==> config.mk <==
export PLATFORM = sky130hd
export DESIGN_NAME = p5om_top
export DESIGN_NICKNAME = d
export VERILOG_FILES = /design/src/shared/p5om_pkg.sv /design/src/core/p5om_top.sv /design/src/core/p5om_rx_pick.sv /design/src/core/p5om_select.sv
export SDC_FILE = /design/constraint.sdc
export NUM_CORES = 1
export LEC_CHECK = 0
export ABC_CLOCK_PERIOD_IN_PS = 2600
export BUFFER_PORTS_ARGS = -buffer_cell sky130_fd_sc_hd__buf_2
export CAP_MARGIN = 40
export CORE_UTILIZATION = 44
export DETAILED_ROUTE_END_ITERATION = 8
export PLACE_DENSITY = 0.81
export SYNTH_ARGS = -nofsm -noshare
export SYNTH_HDL_FRONTEND = slang
export SYNTH_SLANG_ARGS = --single-unit
==> constraint.sdc <==
create_clock -name CLK_I -period 2.6 [get_ports CLK_I]
set_input_delay 0.39 -clock CLK_I [delete_from_list [all_inputs] [get_ports CLK_I]]
set_output_delay 0.39 -clock CLK_I [all_outputs]
set_load 0.05 [all_outputs]
==> src/shared/p5om_pkg.sv <==
package p5om_pkg;
  // ==========================================
  // sizes
  localparam int P5OM_NUM_RX = 4;
  localparam int P5OM_NUM_TX = 2;
  localparam int P5OM_NUM_RPIN = 4;
  localparam int P5OM_AW = 8;
  localparam int P5OM_DW = 32;
  // ==========================================
  // register indices; byte address is four times the index
  localparam int P5OM_CTL_IDX = 'h15;
  localparam int P5OM_RXEN_IDX = 'h20;
  localparam int P5OM_TXMAP_IDX = 'h21;
  localparam int P5OM_STAT_IDX = 'h22;
  localparam logic [7:0] P5OM_CTL_ADDR = 8'(P5OM_CTL_IDX * 4);
  localparam logic [7:0] P5OM_RXEN_ADDR = 8'(P5OM_RXEN_IDX * 4);
  localparam logic [7:0] P5OM_TXMAP_ADDR = 8'(P5OM_TXMAP_IDX * 4);
  localparam logic [7:0] P5OM_STAT_ADDR = 8'(P5OM_STAT_IDX * 4);
  // ==========================================
  // control register fields
  localparam int P5OM_SEL_HI = 7;
  localparam int P5OM_SEL_LO = 5;
  localparam int P5OM_SRC_HI = 4;
  localparam int P5OM_SRC_LO = 2;
  localparam int P5OM_VAL_BIT = 1;
  localparam int P5OM_EN_BIT = 0;
  localparam logic [7:0] P5OM_CTL_RST = 8'h00;
  localparam logic [3:0] P5OM_RXEN_RST = 4'h0;
  localparam logic [7:0] P5OM_TXMAP_RST = 8'h00;
  // ==========================================
  // source groups
  typedef enum logic [2:0] {
    P5OM_SRC_RX0 = 3'b000,
    P5OM_SRC_RX1 = 3'b001,
    P5OM_SRC_RX2 = 3'b010,
    P5OM_SRC_RX3 = 3'b011,
    P5OM_SRC_DEV = 3'b100,
    P5OM_SRC_RSV = 3'b101,
    P5OM_SRC_TX0 = 3'b110,
    P5OM_SRC_TX1 = 3'b111
  } p5om_src_e;
  // ==========================================
  // signal select codes
  localparam logic [2:0] P5OM_RX_LOCK = 3'h4;
  localparam logic [2:0] P5OM_RX_PASS = 3'h5;
  localparam logic [2:0] P5OM_RX_FV = 3'h6;
  localparam logic [2:0] P5OM_RX_LV = 3'h7;
  localparam logic [2:0] P5OM_DEV_FIXED = 3'h0;
  localparam logic [2:0] P5OM_DEV_LOCK_OR = 3'h1;
  localparam logic [2:0] P5OM_DEV_PASS_AND = 3'h2;
  localparam logic [2:0] P5OM_DEV_FSYNC = 3'h3;
  localparam logic [2:0] P5OM_TX_PASS_AND = 3'h0;
  localparam logic [2:0] P5OM_TX_PASS_OR = 3'h1;
  localparam logic [2:0] P5OM_TX_FV = 3'h2;
  localparam logic [2:0] P5OM_TX_LV = 3'h3;
  localparam logic [2:0] P5OM_TX_SYNC = 3'h4;
  localparam logic [2:0] P5OM_TX_IRQ = 3'h5;
endpackage

==> src/core/p5om_top.sv <==
`timescale 1ns/1ps
// Contract
// - Source bits 4:2 select rx port 0-3 (000-011), status (100), reserved (101), tx 0/1 (11x).
// - With an rx port as source, codes 000-011 output its received remote pins 0-3.
// - With an rx port as source, code 100 outputs its lock and 101 its pass indication.
// - With an rx port as source, code 110 outputs its frame valid and 111 its line valid.
// - With device status as source, code 000 outputs the fixed level bit.
// - With device status as source, code 001 outputs the OR of lock over enabled rx ports.
// - With device status as source, code 010 outputs the AND of pass over enabled rx ports.
// - With device status as source, code 011 outputs frame sync and codes 100-111 are reserved.
// - With a tx port as source, 000 gives the AND and 001 the OR of pass over its mapped ports.
// - With a tx port as source, 010 is high during a sent frame and 011 during a sent line.
// - With a tx port as source, 100 shows that multi-port data is synchronized.
// - With a tx port as source, 101 outputs its interrupt and 110 and 111 are reserved.
// - Bit 1 holds the level driven when the pin outputs the register-controlled value.
// - Bit 0 enables the pin driver; all fields reset to zero, so the pin starts disabled.
module p5om_top
  import p5om_pkg::*;
#(
  parameter int NUM_RX = P5OM_NUM_RX,
  parameter int NUM_TX = P5OM_NUM_TX,
  parameter int NUM_RPIN = P5OM_NUM_RPIN
) (
  input wire logic CLK_I,
  input wire logic RESET_N_I,
  input wire logic PSEL_I,
  input wire logic PENABLE_I,
  input wire logic PWRITE_I,
  input wire logic [P5OM_AW-1:0] PADDR_I,
  input wire logic [P5OM_DW-1:0] PWDATA_I,
  input wire logic [3:0] PSTRB_I,
  output logic [P5OM_DW-1:0] PRDATA_O,
  output logic PREADY_O,
  output logic PSLVERR_O,
  input wire logic [NUM_RX*NUM_RPIN-1:0] RX_REMOTE_PIN_I,
  input wire logic [NUM_RX-1:0] RX_LOCK_I,
  input wire logic [NUM_RX-1:0] RX_PASS_I,
  input wire logic [NUM_RX-1:0] RX_FRAME_VALID_I,
  input wire logic [NUM_RX-1:0] RX_LINE_VALID_I,
  input wire logic FRAME_SYNC_PULSE_I,
  input wire logic [NUM_TX-1:0] TX_FRAME_VALID_I,
  input wire logic [NUM_TX-1:0] TX_LINE_VALID_I,
  input wire logic [NUM_TX-1:0] TX_SYNCED_I,
  input wire logic [NUM_TX-1:0] TX_IRQ_I,
  output logic PIN5_O,
  output logic PIN5_OE_O
);
  // ==========================================
  // register state
  logic [7:0] ctl_reg;
  logic [7:0] ctl_next;
  logic [NUM_RX-1:0] rxen_reg;
  logic [NUM_RX-1:0] rxen_next;
  logic [NUM_RX*NUM_TX-1:0] txmap_reg;
  logic [NUM_RX*NUM_TX-1:0] txmap_next;
  logic [P5OM_DW-1:0] rdata_reg;
  logic [P5OM_DW-1:0] rdata_next;
  logic slverr_reg;
  logic slverr_next;
  logic pin_reg;
  logic pin_next;
  logic oe_reg;
  logic oe_next;

  logic setup_ph;
  logic wr_acc;
  logic mapped;
  logic [2:0] src;
  logic [2:0] sel;
  logic level;

  logic [NUM_RPIN-1:0] pk_rpin;
  logic pk_lock;
  logic pk_pass;
  logic pk_fv;
  logic pk_lv;

  function automatic logic addr_hit(input logic [P5OM_AW-1:0] a);
    addr_hit = (a == P5OM_CTL_ADDR) || (a == P5OM_RXEN_ADDR) ||
               (a == P5OM_TXMAP_ADDR) || (a == P5OM_STAT_ADDR);
  endfunction

  assign src = ctl_reg[P5OM_SRC_HI:P5OM_SRC_LO];
  assign sel = ctl_reg[P5OM_SEL_HI:P5OM_SEL_LO];

  // ==========================================
  // source selection
  p5om_rx_pick #(
    .NUM_RX(NUM_RX),
    .NUM_RPIN(NUM_RPIN)
  ) u_pick (
    .idx_i(src[1:0]),
    .rpin_i(RX_REMOTE_PIN_I),
    .lock_i(RX_LOCK_I),
    .pass_i(RX_PASS_I),
    .fv_i(RX_FRAME_VALID_I),
    .lv_i(RX_LINE_VALID_I),
    .rpin_o(pk_rpin),
    .lock_o(pk_lock),
    .pass_o(pk_pass),
    .fv_o(pk_fv),
    .lv_o(pk_lv)
  );

  p5om_select #(
    .NUM_RX(NUM_RX),
    .NUM_TX(NUM_TX)
  ) u_sel (
    .src_i(src),
    .sel_i(sel),
    .fixed_i(ctl_reg[P5OM_VAL_BIT]),
    .rx_rpin_i(pk_rpin[3:0]),
    .rx_lock_i(pk_lock),
    .rx_pass_i(pk_pass),
    .rx_fv_i(pk_fv),
    .rx_lv_i(pk_lv),
    .all_lock_i(RX_LOCK_I),
    .all_pass_i(RX_PASS_I),
    .rx_en_i(rxen_reg),
    .frame_sync_i(FRAME_SYNC_PULSE_I),
    .tx_map_i(txmap_reg),
    .tx_fv_i(TX_FRAME_VALID_I),
    .tx_lv_i(TX_LINE_VALID_I),
    .tx_sync_i(TX_SYNCED_I),
    .tx_irq_i(TX_IRQ_I),
    .level_o(level)
  );

  // ==========================================
  // apb slave: read data and error are latched in the setup
  // cycle, so the access phase always completes in one cycle
  assign setup_ph = PSEL_I && !PENABLE_I;
  assign wr_acc = PSEL_I && PENABLE_I && PWRITE_I && PSTRB_I[0];
  assign mapped = addr_hit(PADDR_I);
  assign PREADY_O = 1'b1;
  assign PSLVERR_O = slverr_reg && PSEL_I && PENABLE_I;
  assign PRDATA_O = rdata_reg;

  always_comb begin
    ctl_next = ctl_reg;
    rxen_next = rxen_reg;
    txmap_next = txmap_reg;
    rdata_next = rdata_reg;
    slverr_next = slverr_reg;
    if (setup_ph) begin
      slverr_next = !mapped;
      rdata_next = '0;
      if (!PWRITE_I) begin
        case (PADDR_I)
          P5OM_CTL_ADDR: rdata_next[7:0] = ctl_reg;
          P5OM_RXEN_ADDR: rdata_next[NUM_RX-1:0] = rxen_reg;
          P5OM_TXMAP_ADDR: rdata_next[NUM_RX*NUM_TX-1:0] = txmap_reg;
          P5OM_STAT_ADDR: rdata_next[1:0] = {pin_reg, oe_reg};
          default: rdata_next = '0;
        endcase
      end
    end
    // only the lowest byte lane holds register bits
    if (wr_acc) begin
      case (PADDR_I)
        P5OM_CTL_ADDR: ctl_next = PWDATA_I[7:0];
        P5OM_RXEN_ADDR: rxen_next = PWDATA_I[NUM_RX-1:0];
        P5OM_TXMAP_ADDR: txmap_next = PWDATA_I[NUM_RX*NUM_TX-1:0];
        default: ctl_next = ctl_reg;
      endcase
    end
  end

  always_ff @(posedge CLK_I or negedge RESET_N_I) begin
    if (!RESET_N_I) begin
      ctl_reg <= P5OM_CTL_RST;
      rxen_reg <= P5OM_RXEN_RST;
      txmap_reg <= P5OM_TXMAP_RST;
      rdata_reg <= '0;
      slverr_reg <= 1'b0;
    end else begin
      ctl_reg <= ctl_next;
      rxen_reg <= rxen_next;
      txmap_reg <= txmap_next;
      rdata_reg <= rdata_next;
      slverr_reg <= slverr_next;
    end
  end

  // ==========================================
  // pin driver: one flop stage so the pad sees no decode glitches
  always_comb begin
    oe_next = ctl_reg[P5OM_EN_BIT];
    pin_next = ctl_reg[P5OM_EN_BIT] && level;
  end

  always_ff @(posedge CLK_I or negedge RESET_N_I) begin
    if (!RESET_N_I) begin
      pin_reg <= 1'b0;
      oe_reg <= 1'b0;
    end else begin
      pin_reg <= pin_next;
      oe_reg <= oe_next;
    end
  end

  assign PIN5_O = pin_reg;
  assign PIN5_OE_O = oe_reg;

  // ==========================================
  // checks
  logic en_c;
  logic rx_c;
  logic dev_c;
  logic tx_c;
  logic [NUM_RX-1:0] tx_ports_c;
  assign en_c = ctl_reg[P5OM_EN_BIT];
  assign tx_ports_c = txmap_reg[src[0]*NUM_RX +: NUM_RX];
  assign rx_c = (src[2] == 1'b0);
  assign dev_c = (src == P5OM_SRC_DEV);
  assign tx_c = (src[2:1] == 2'b11);

  rx_remote_pin_a: assert property (
    @(posedge CLK_I) disable iff (!RESET_N_I)
    en_c && rx_c && !sel[2] |=>
      PIN5_O == $past(RX_REMOTE_PIN_I[{src[1:0], sel[1:0]}]))
  else $error("pin does not follow received remote pin");

  rx_lock_pass_a: assert property (
    @(posedge CLK_I) disable iff (!RESET_N_I)
    en_c && rx_c && sel[2:1] == 2'b10 |=>
      PIN5_O == $past(sel[0] ? RX_PASS_I[src[1:0]] : RX_LOCK_I[src[1:0]]))
  else $error("pin does not follow rx lock or pass");

  rx_video_a: assert property (
    @(posedge CLK_I) disable iff (!RESET_N_I)
    en_c && rx_c && sel[2:1] == 2'b11 |=> PIN5_O == $past(sel[0] ?
      RX_LINE_VALID_I[src[1:0]] : RX_FRAME_VALID_I[src[1:0]]))
  else $error("pin does not follow rx frame or line valid");

  dev_fixed_a: assert property (
    @(posedge CLK_I) disable iff (!RESET_N_I)
    en_c && dev_c && sel == P5OM_DEV_FIXED ##1 $stable(ctl_reg) |->
      PIN5_O == ctl_reg[P5OM_VAL_BIT])
  else $error("pin does not hold the fixed level");

  dev_lock_or_a: assert property (
    @(posedge CLK_I) disable iff (!RESET_N_I)
    en_c && dev_c && sel == P5OM_DEV_LOCK_OR |=>
      PIN5_O == $past(|(RX_LOCK_I & rxen_reg)))
  else $error("pin is not the or of enabled locks");

  dev_pass_and_a: assert property (
    @(posedge CLK_I) disable iff (!RESET_N_I)
    en_c && dev_c && sel == P5OM_DEV_PASS_AND |=> PIN5_O ==
      $past(rxen_reg != '0 && (RX_PASS_I & rxen_reg) == rxen_reg))
  else $error("pin is not the and of enabled passes");

  dev_fsync_a: assert property (
    @(posedge CLK_I) disable iff (!RESET_N_I)
    en_c && dev_c && sel == P5OM_DEV_FSYNC |=>
      PIN5_O == $past(FRAME_SYNC_PULSE_I))
  else $error("pin does not follow frame sync");

  tx_pass_a: assert property (
    @(posedge CLK_I) disable iff (!RESET_N_I)
    en_c && tx_c && sel == P5OM_TX_PASS_OR |=> PIN5_O ==
      $past(|(RX_PASS_I & txmap_reg[src[0]*NUM_RX +: NUM_RX])))
  else $error("pin is not the or of mapped passes");

  tx_pass_and_a: assert property (
    @(posedge CLK_I) disable iff (!RESET_N_I)
    en_c && tx_c && sel == P5OM_TX_PASS_AND |=> PIN5_O ==
      $past(tx_ports_c != '0 && (RX_PASS_I & tx_ports_c) == tx_ports_c))
  else $error("pin is not the and of mapped passes");

  tx_video_a: assert property (
    @(posedge CLK_I) disable iff (!RESET_N_I)
    en_c && tx_c && sel[2:1] == 2'b01 |=> PIN5_O == $past(sel[0] ?
      TX_LINE_VALID_I[src[0]] : TX_FRAME_VALID_I[src[0]]))
  else $error("pin does not follow tx frame or line");

  tx_sync_irq_a: assert property (
    @(posedge CLK_I) disable iff (!RESET_N_I)
    en_c && tx_c && sel[2:1] == 2'b10 |=> PIN5_O ==
      $past(sel[0] ? TX_IRQ_I[src[0]] : TX_SYNCED_I[src[0]]))
  else $error("pin does not follow tx sync or interrupt");

  reserved_low_a: assert property (
    @(posedge CLK_I) disable iff (!RESET_N_I)
    src == P5OM_SRC_RSV || (dev_c && sel > P5OM_DEV_FSYNC) ||
      (tx_c && sel[2:1] == 2'b11) |=> !PIN5_O)
  else $error("reserved code does not drive low");

  drive_gate_a: assert property (
    @(posedge CLK_I) disable iff (!RESET_N_I)
    1'b1 |=> PIN5_OE_O == $past(en_c) && (!PIN5_O || PIN5_OE_O))
  else $error("pin drive does not follow the enable bit");

  ctl_write_a: assert property (
    @(posedge CLK_I) disable iff (!RESET_N_I)
    wr_acc && PADDR_I == P5OM_CTL_ADDR |=>
      ctl_reg == $past(PWDATA_I[7:0]))
  else $error("control write not taken");
endmodule

==> src/core/p5om_rx_pick.sv <==
`timescale 1ns/1ps
// ==========================================
// picks one receive port's signals by index
module p5om_rx_pick
  import p5om_pkg::*;
#(
  parameter int NUM_RX = 4,
  parameter int NUM_RPIN = 4
) (
  input wire logic [1:0] idx_i,
  input wire logic [NUM_RX*NUM_RPIN-1:0] rpin_i,
  input wire logic [NUM_RX-1:0] lock_i,
  input wire logic [NUM_RX-1:0] pass_i,
  input wire logic [NUM_RX-1:0] fv_i,
  input wire logic [NUM_RX-1:0] lv_i,
  output logic [NUM_RPIN-1:0] rpin_o,
  output logic lock_o,
  output logic pass_o,
  output logic fv_o,
  output logic lv_o
);
  always_comb begin
    rpin_o = rpin_i[idx_i*NUM_RPIN +: NUM_RPIN];
    lock_o = lock_i[idx_i];
    pass_o = pass_i[idx_i];
    fv_o = fv_i[idx_i];
    lv_o = lv_i[idx_i];
  end
endmodule

==> src/core/p5om_select.sv <==
`timescale 1ns/1ps
// ==========================================
// group and signal selection for the pin
module p5om_select
  import p5om_pkg::*;
#(
  parameter int NUM_RX = 4,
  parameter int NUM_TX = 2
) (
  input wire logic [2:0] src_i,
  input wire logic [2:0] sel_i,
  input wire logic fixed_i,
  input wire logic [3:0] rx_rpin_i,
  input wire logic rx_lock_i,
  input wire logic rx_pass_i,
  input wire logic rx_fv_i,
  input wire logic rx_lv_i,
  input wire logic [NUM_RX-1:0] all_lock_i,
  input wire logic [NUM_RX-1:0] all_pass_i,
  input wire logic [NUM_RX-1:0] rx_en_i,
  input wire logic frame_sync_i,
  input wire logic [NUM_RX*NUM_TX-1:0] tx_map_i,
  input wire logic [NUM_TX-1:0] tx_fv_i,
  input wire logic [NUM_TX-1:0] tx_lv_i,
  input wire logic [NUM_TX-1:0] tx_sync_i,
  input wire logic [NUM_TX-1:0] tx_irq_i,
  output logic level_o
);
  // an empty port set reads as low for both reductions, so an
  // unconfigured pin never claims pass or lock
  function automatic logic set_and(input logic [NUM_RX-1:0] v,
                                   input logic [NUM_RX-1:0] m);
    set_and = (m != '0) && ((v & m) == m);
  endfunction

  function automatic logic set_or(input logic [NUM_RX-1:0] v,
                                  input logic [NUM_RX-1:0] m);
    set_or = |(v & m);
  endfunction

  logic tx_idx;
  logic [NUM_RX-1:0] tx_sel_ports;

  always_comb begin
    tx_idx = src_i[0];
    tx_sel_ports = tx_map_i[tx_idx*NUM_RX +: NUM_RX];
    level_o = 1'b0;
    case (src_i)
      P5OM_SRC_RX0, P5OM_SRC_RX1, P5OM_SRC_RX2, P5OM_SRC_RX3: begin
        case (sel_i)
          3'h0, 3'h1, 3'h2, 3'h3: level_o = rx_rpin_i[sel_i[1:0]];
          P5OM_RX_LOCK: level_o = rx_lock_i;
          P5OM_RX_PASS: level_o = rx_pass_i;
          P5OM_RX_FV: level_o = rx_fv_i;
          P5OM_RX_LV: level_o = rx_lv_i;
          default: level_o = 1'b0;
        endcase
      end
      P5OM_SRC_DEV: begin
        case (sel_i)
          P5OM_DEV_FIXED: level_o = fixed_i;
          P5OM_DEV_LOCK_OR: level_o = set_or(all_lock_i, rx_en_i);
          P5OM_DEV_PASS_AND: level_o = set_and(all_pass_i, rx_en_i);
          P5OM_DEV_FSYNC: level_o = frame_sync_i;
          default: level_o = 1'b0;
        endcase
      end
      P5OM_SRC_TX0, P5OM_SRC_TX1: begin
        case (sel_i)
          P5OM_TX_PASS_AND: level_o = set_and(all_pass_i, tx_sel_ports);
          P5OM_TX_PASS_OR: level_o = set_or(all_pass_i, tx_sel_ports);
          P5OM_TX_FV: level_o = tx_fv_i[tx_idx];
          P5OM_TX_LV: level_o = tx_lv_i[tx_idx];
          P5OM_TX_SYNC: level_o = tx_sync_i[tx_idx];
          P5OM_TX_IRQ: level_o = tx_irq_i[tx_idx];
          default: level_o = 1'b0;
        endcase
      end
      default: level_o = 1'b0;
    endcase
  end
endmodule

==> results by group <==
Run status
  – Status: completed

Cells and area
  – Final Non-Filler Cells: 327
  – Final net count: 362
  – Fillcell total: 425
  – Diodes inserted: 0
  – Layout cell share with drive strength beyond 1: 45.79%
  – Area grow syn2layout: 21.46%

Synthesis
  – Synth area leader: dfrtp_1
  – Ys async rst share: 100.0%
  – Largest family of logic cells by synthesized area: multiplexers
  – Cell count after synthesis: 196
  – Sequential area share after synthesis: 36.26%
  – Post-Synth XOR/XNOR Area: 0%
  – Top-area cell type share of the netlist area: 36.26%
  – Post-Syn Area per Cell: 10.92 um2
  – Post-synthesis simple-gate area fraction: 12.98%
  – Complex-gate fraction of the synthesized area: 14.04%
  – Most used DFF post-synth: dfrtp_1
  – Multiplexer share of the synthesized area: 24.91%
  – EDFF count, synth: 0
  – Adder-Cell Fraction of Synth Area: 0%
  – Netlist cell types: 45
  – Top area cells in the synthesized netlist: dfrtp_1 36%, mux2_2 13%, mux4_2 9.5%
  – Yosys Warn Count: 0
  – Synthesized area: 2140 um2
  – Synth Register Bits: 31

Setup path
  – WP data arrival: 2.37 ns
  – Kind of critical path: reg -> reg
  – CP Launch Type: flip-flop
  – CP cell instances: buf_4 -> mux4_2 -> nor2b_1 -> a2111oi_0 -> a211o_1 -> a31oi_1
  – Worst stage delay on the critical path: 0.61 ns
  – Buf/Inv on CP: 1
  – Worst setup EP type: flip-flop
  – Slowest CP cell: dfrtp_1
  – CP delay by family, top: compound AO/OA/AOI/OAI gates
  – Worst EP required: 2.76 ns
  – Crit-path max FO: 8

Clock network
  – Clock sinks: 31
  – CTS Buf Count: 5
  – Post-CTS Resized: 0
  – Clock tree buffer depth: 2
  – Clock slew at reported path FFs: 0.06 ns
  – Root Buffer: clkbuf_8
  – CTS tree: done
  – # Post-CTS Setup Buffers: 0
  – Cts hold-fix bufs: 0
  – Clk Latency, worst-skew pair: 0.29 ns
  – H-Tree Depth: 2

GRT
  – Initial antenna violation count: 0
  – Grt ovf: 0
  – First-pass GRT wire length: 8556 um
  – Total routing usage reported by global routing: 21.77%
  – Pin count of the biggest net entering global routing: 32
  – Vias in the first global route: 1773

Pwr
  – VDD IR max: 514.9 uV
  – Leakage power: 1.296 nW
  – Pwr dens: 449.9 nW/um2

Placement
  – DP Cell Count: 319
  – HPWL after DPL: 4006 um
  – IO Port Bufs: 73
  – Placer Congestion: 0.9097

Floorplan
  – Die height: 71.73 um
  – Die area: 5145 um2
  – Core area: 4692 um2
  – Site Rows: 25
  – IO Count: 126
  – Chip width: 71.73 um
  – Starting Density: 45.60%

Routing
  – Final ANT Viol Nets: 0
  – Via density per instance: 5.486
  – DRC viols: 0
  – Initial DRC Count: 77
  – First-pass DRT Iterations: 5
  – Vias: 1794
  – WL/cell: 15.60 um
  – Final WL: 5101 um

Timing
  – Slew @ Worst Pin: 0.6829 ns
  – Crit path time final: 2.216 ns
  – Slew margin rel.: 54.47%
  – Maximum achievable frequency: 0.4513 GHz
  – Clock skew: 0.006263 ns
  – Setup TNS Final: 0 ns
  – Final hold vios: 0
  – RSZ-0062 raised after global routing: no
  – Final Max Tran Viols: 0
  – Final setup viols: 0
  – Tcrit/Tclk final: 85.23%

Worst hold path
  – Hold WC Path Type: in -> async

Job
  – Max_cap viols: 0
==> per-stage QoR <==
stage | util (%) | power (W) | hold slack (ns) | area [um2] | worst slack [ns]
after floorplan | - | 0.0006487 | 0.09441 | 2226 | 0.5147
after global placement | 52.88 | 0.0006861 | 0.4493 | 2481 | 0.3680
after detailed placement | 52.88 | 0.0006899 | 0.4564 | 2481 | 0.3257
after CTS | 55.39 | 0.001180 | 0.1593 | 2599 | 0.3306
after global routing | 55.39 | 0.001218 | 0.1999 | 2599 | 0.2082
final | 55.39 | 0.001169 | 0.1412 | 2599 | 0.3840
==> cell usage after synthesis (all sizes together) (3+ instances only) <==
master	count
nand3	3
clkbuf	5
nand2b	4
buf	28
nand2	12
mux4	9
a22oi	7
mux2i	6
o21ai	8
nor2	6
a22o	3
inv	6
nor3	4
mux2	24
dfrtp	31
==> logic make-up (layout without fill, tap and decap cells) <==
group,count (synthesis),after routing
and+or+nand+nor,45,45
AOI/OAI and AO/OA,40,40
muxes,39,39
buffers and inverters,39,93
DFF,31,31
other,2,25
==> routing by layer <==
| metal | track usage (%) | part of all wire, % | up-vias |
|---|---|---|---|
| met1 | 26.78 | 41 | 850 |
| met2 | 37.95 | 51 | 87 |
| met4 | 7.625 | 1.6 | 0 |
| met3 | 4.501 | 6.4 | 10 |
| met5 | 0 | 0 | - |
| li1 | - | - | 847 |
==> layout make-up <==
class | count | area [um2] | share of cell area [%]
Multi-Input combinational cell | 149 | 1205 | 46.37
Sequential cell | 31 | 775.7 | 29.85
Timing Repair Buffer | 79 | 410.4 | 15.79
Clock buffer | 6 | 82.58 | 3.178
Tap cell | 54 | 67.56 | 2.600
Clock inverter | 2 | 35.03 | 1.348
Inverter | 6 | 22.52 | 0.8666
==> power breakdown <==
part           leakage [nW]  total (W)  internal, W  switching [W]
sequential            0.430   0.000492     0.000487     0.00000545
clock                0.0612   0.000488     0.000310       0.000178
combinational         0.804   0.000189    0.0000586       0.000131
==> path summary, 6_finish.rpt <==
check	start	to	slack (ns)	cells after the start
worst max register to register	ctl_reg[2]	PIN5_O	0.38	6
worst min-delay path	RESET_N_I	ctl_reg[6]	0.14	1
worst min register to register	ctl_reg[0]	PIN5_OE_O	0.48	0
max in group asynchronous	RESET_N_I	ctl_reg[5]	2.02	1
min in group CLK_I	PWDATA_I[6]	ctl_reg[6]	0.35	2
worst max-delay path	ctl_reg[2]	PIN5_O	0.38	6
==> layout by cell type (no fill, tap or decap), drive strengths merged, types with 2 or more instances in the layout <==
cell      n
buf      79
dfrtp    31
conb     25
mux2     24
nand2    12
mux4      9
o21ai     8
a22oi     7
mux2i     6
inv       6
nor2      6
clkbuf    6
nand2b    4
nor3      4
nand3     3
a22o      3
and3      2
o22ai     2
a21oi     2
nor3b     2
a211o     2
nor2b     2
o31ai     2
a2111oi   2
and4      2
a222oi    2
a221o     2
a32o      2
nor4b     2
No activity file was read; power rests on OpenSTA's default activity.
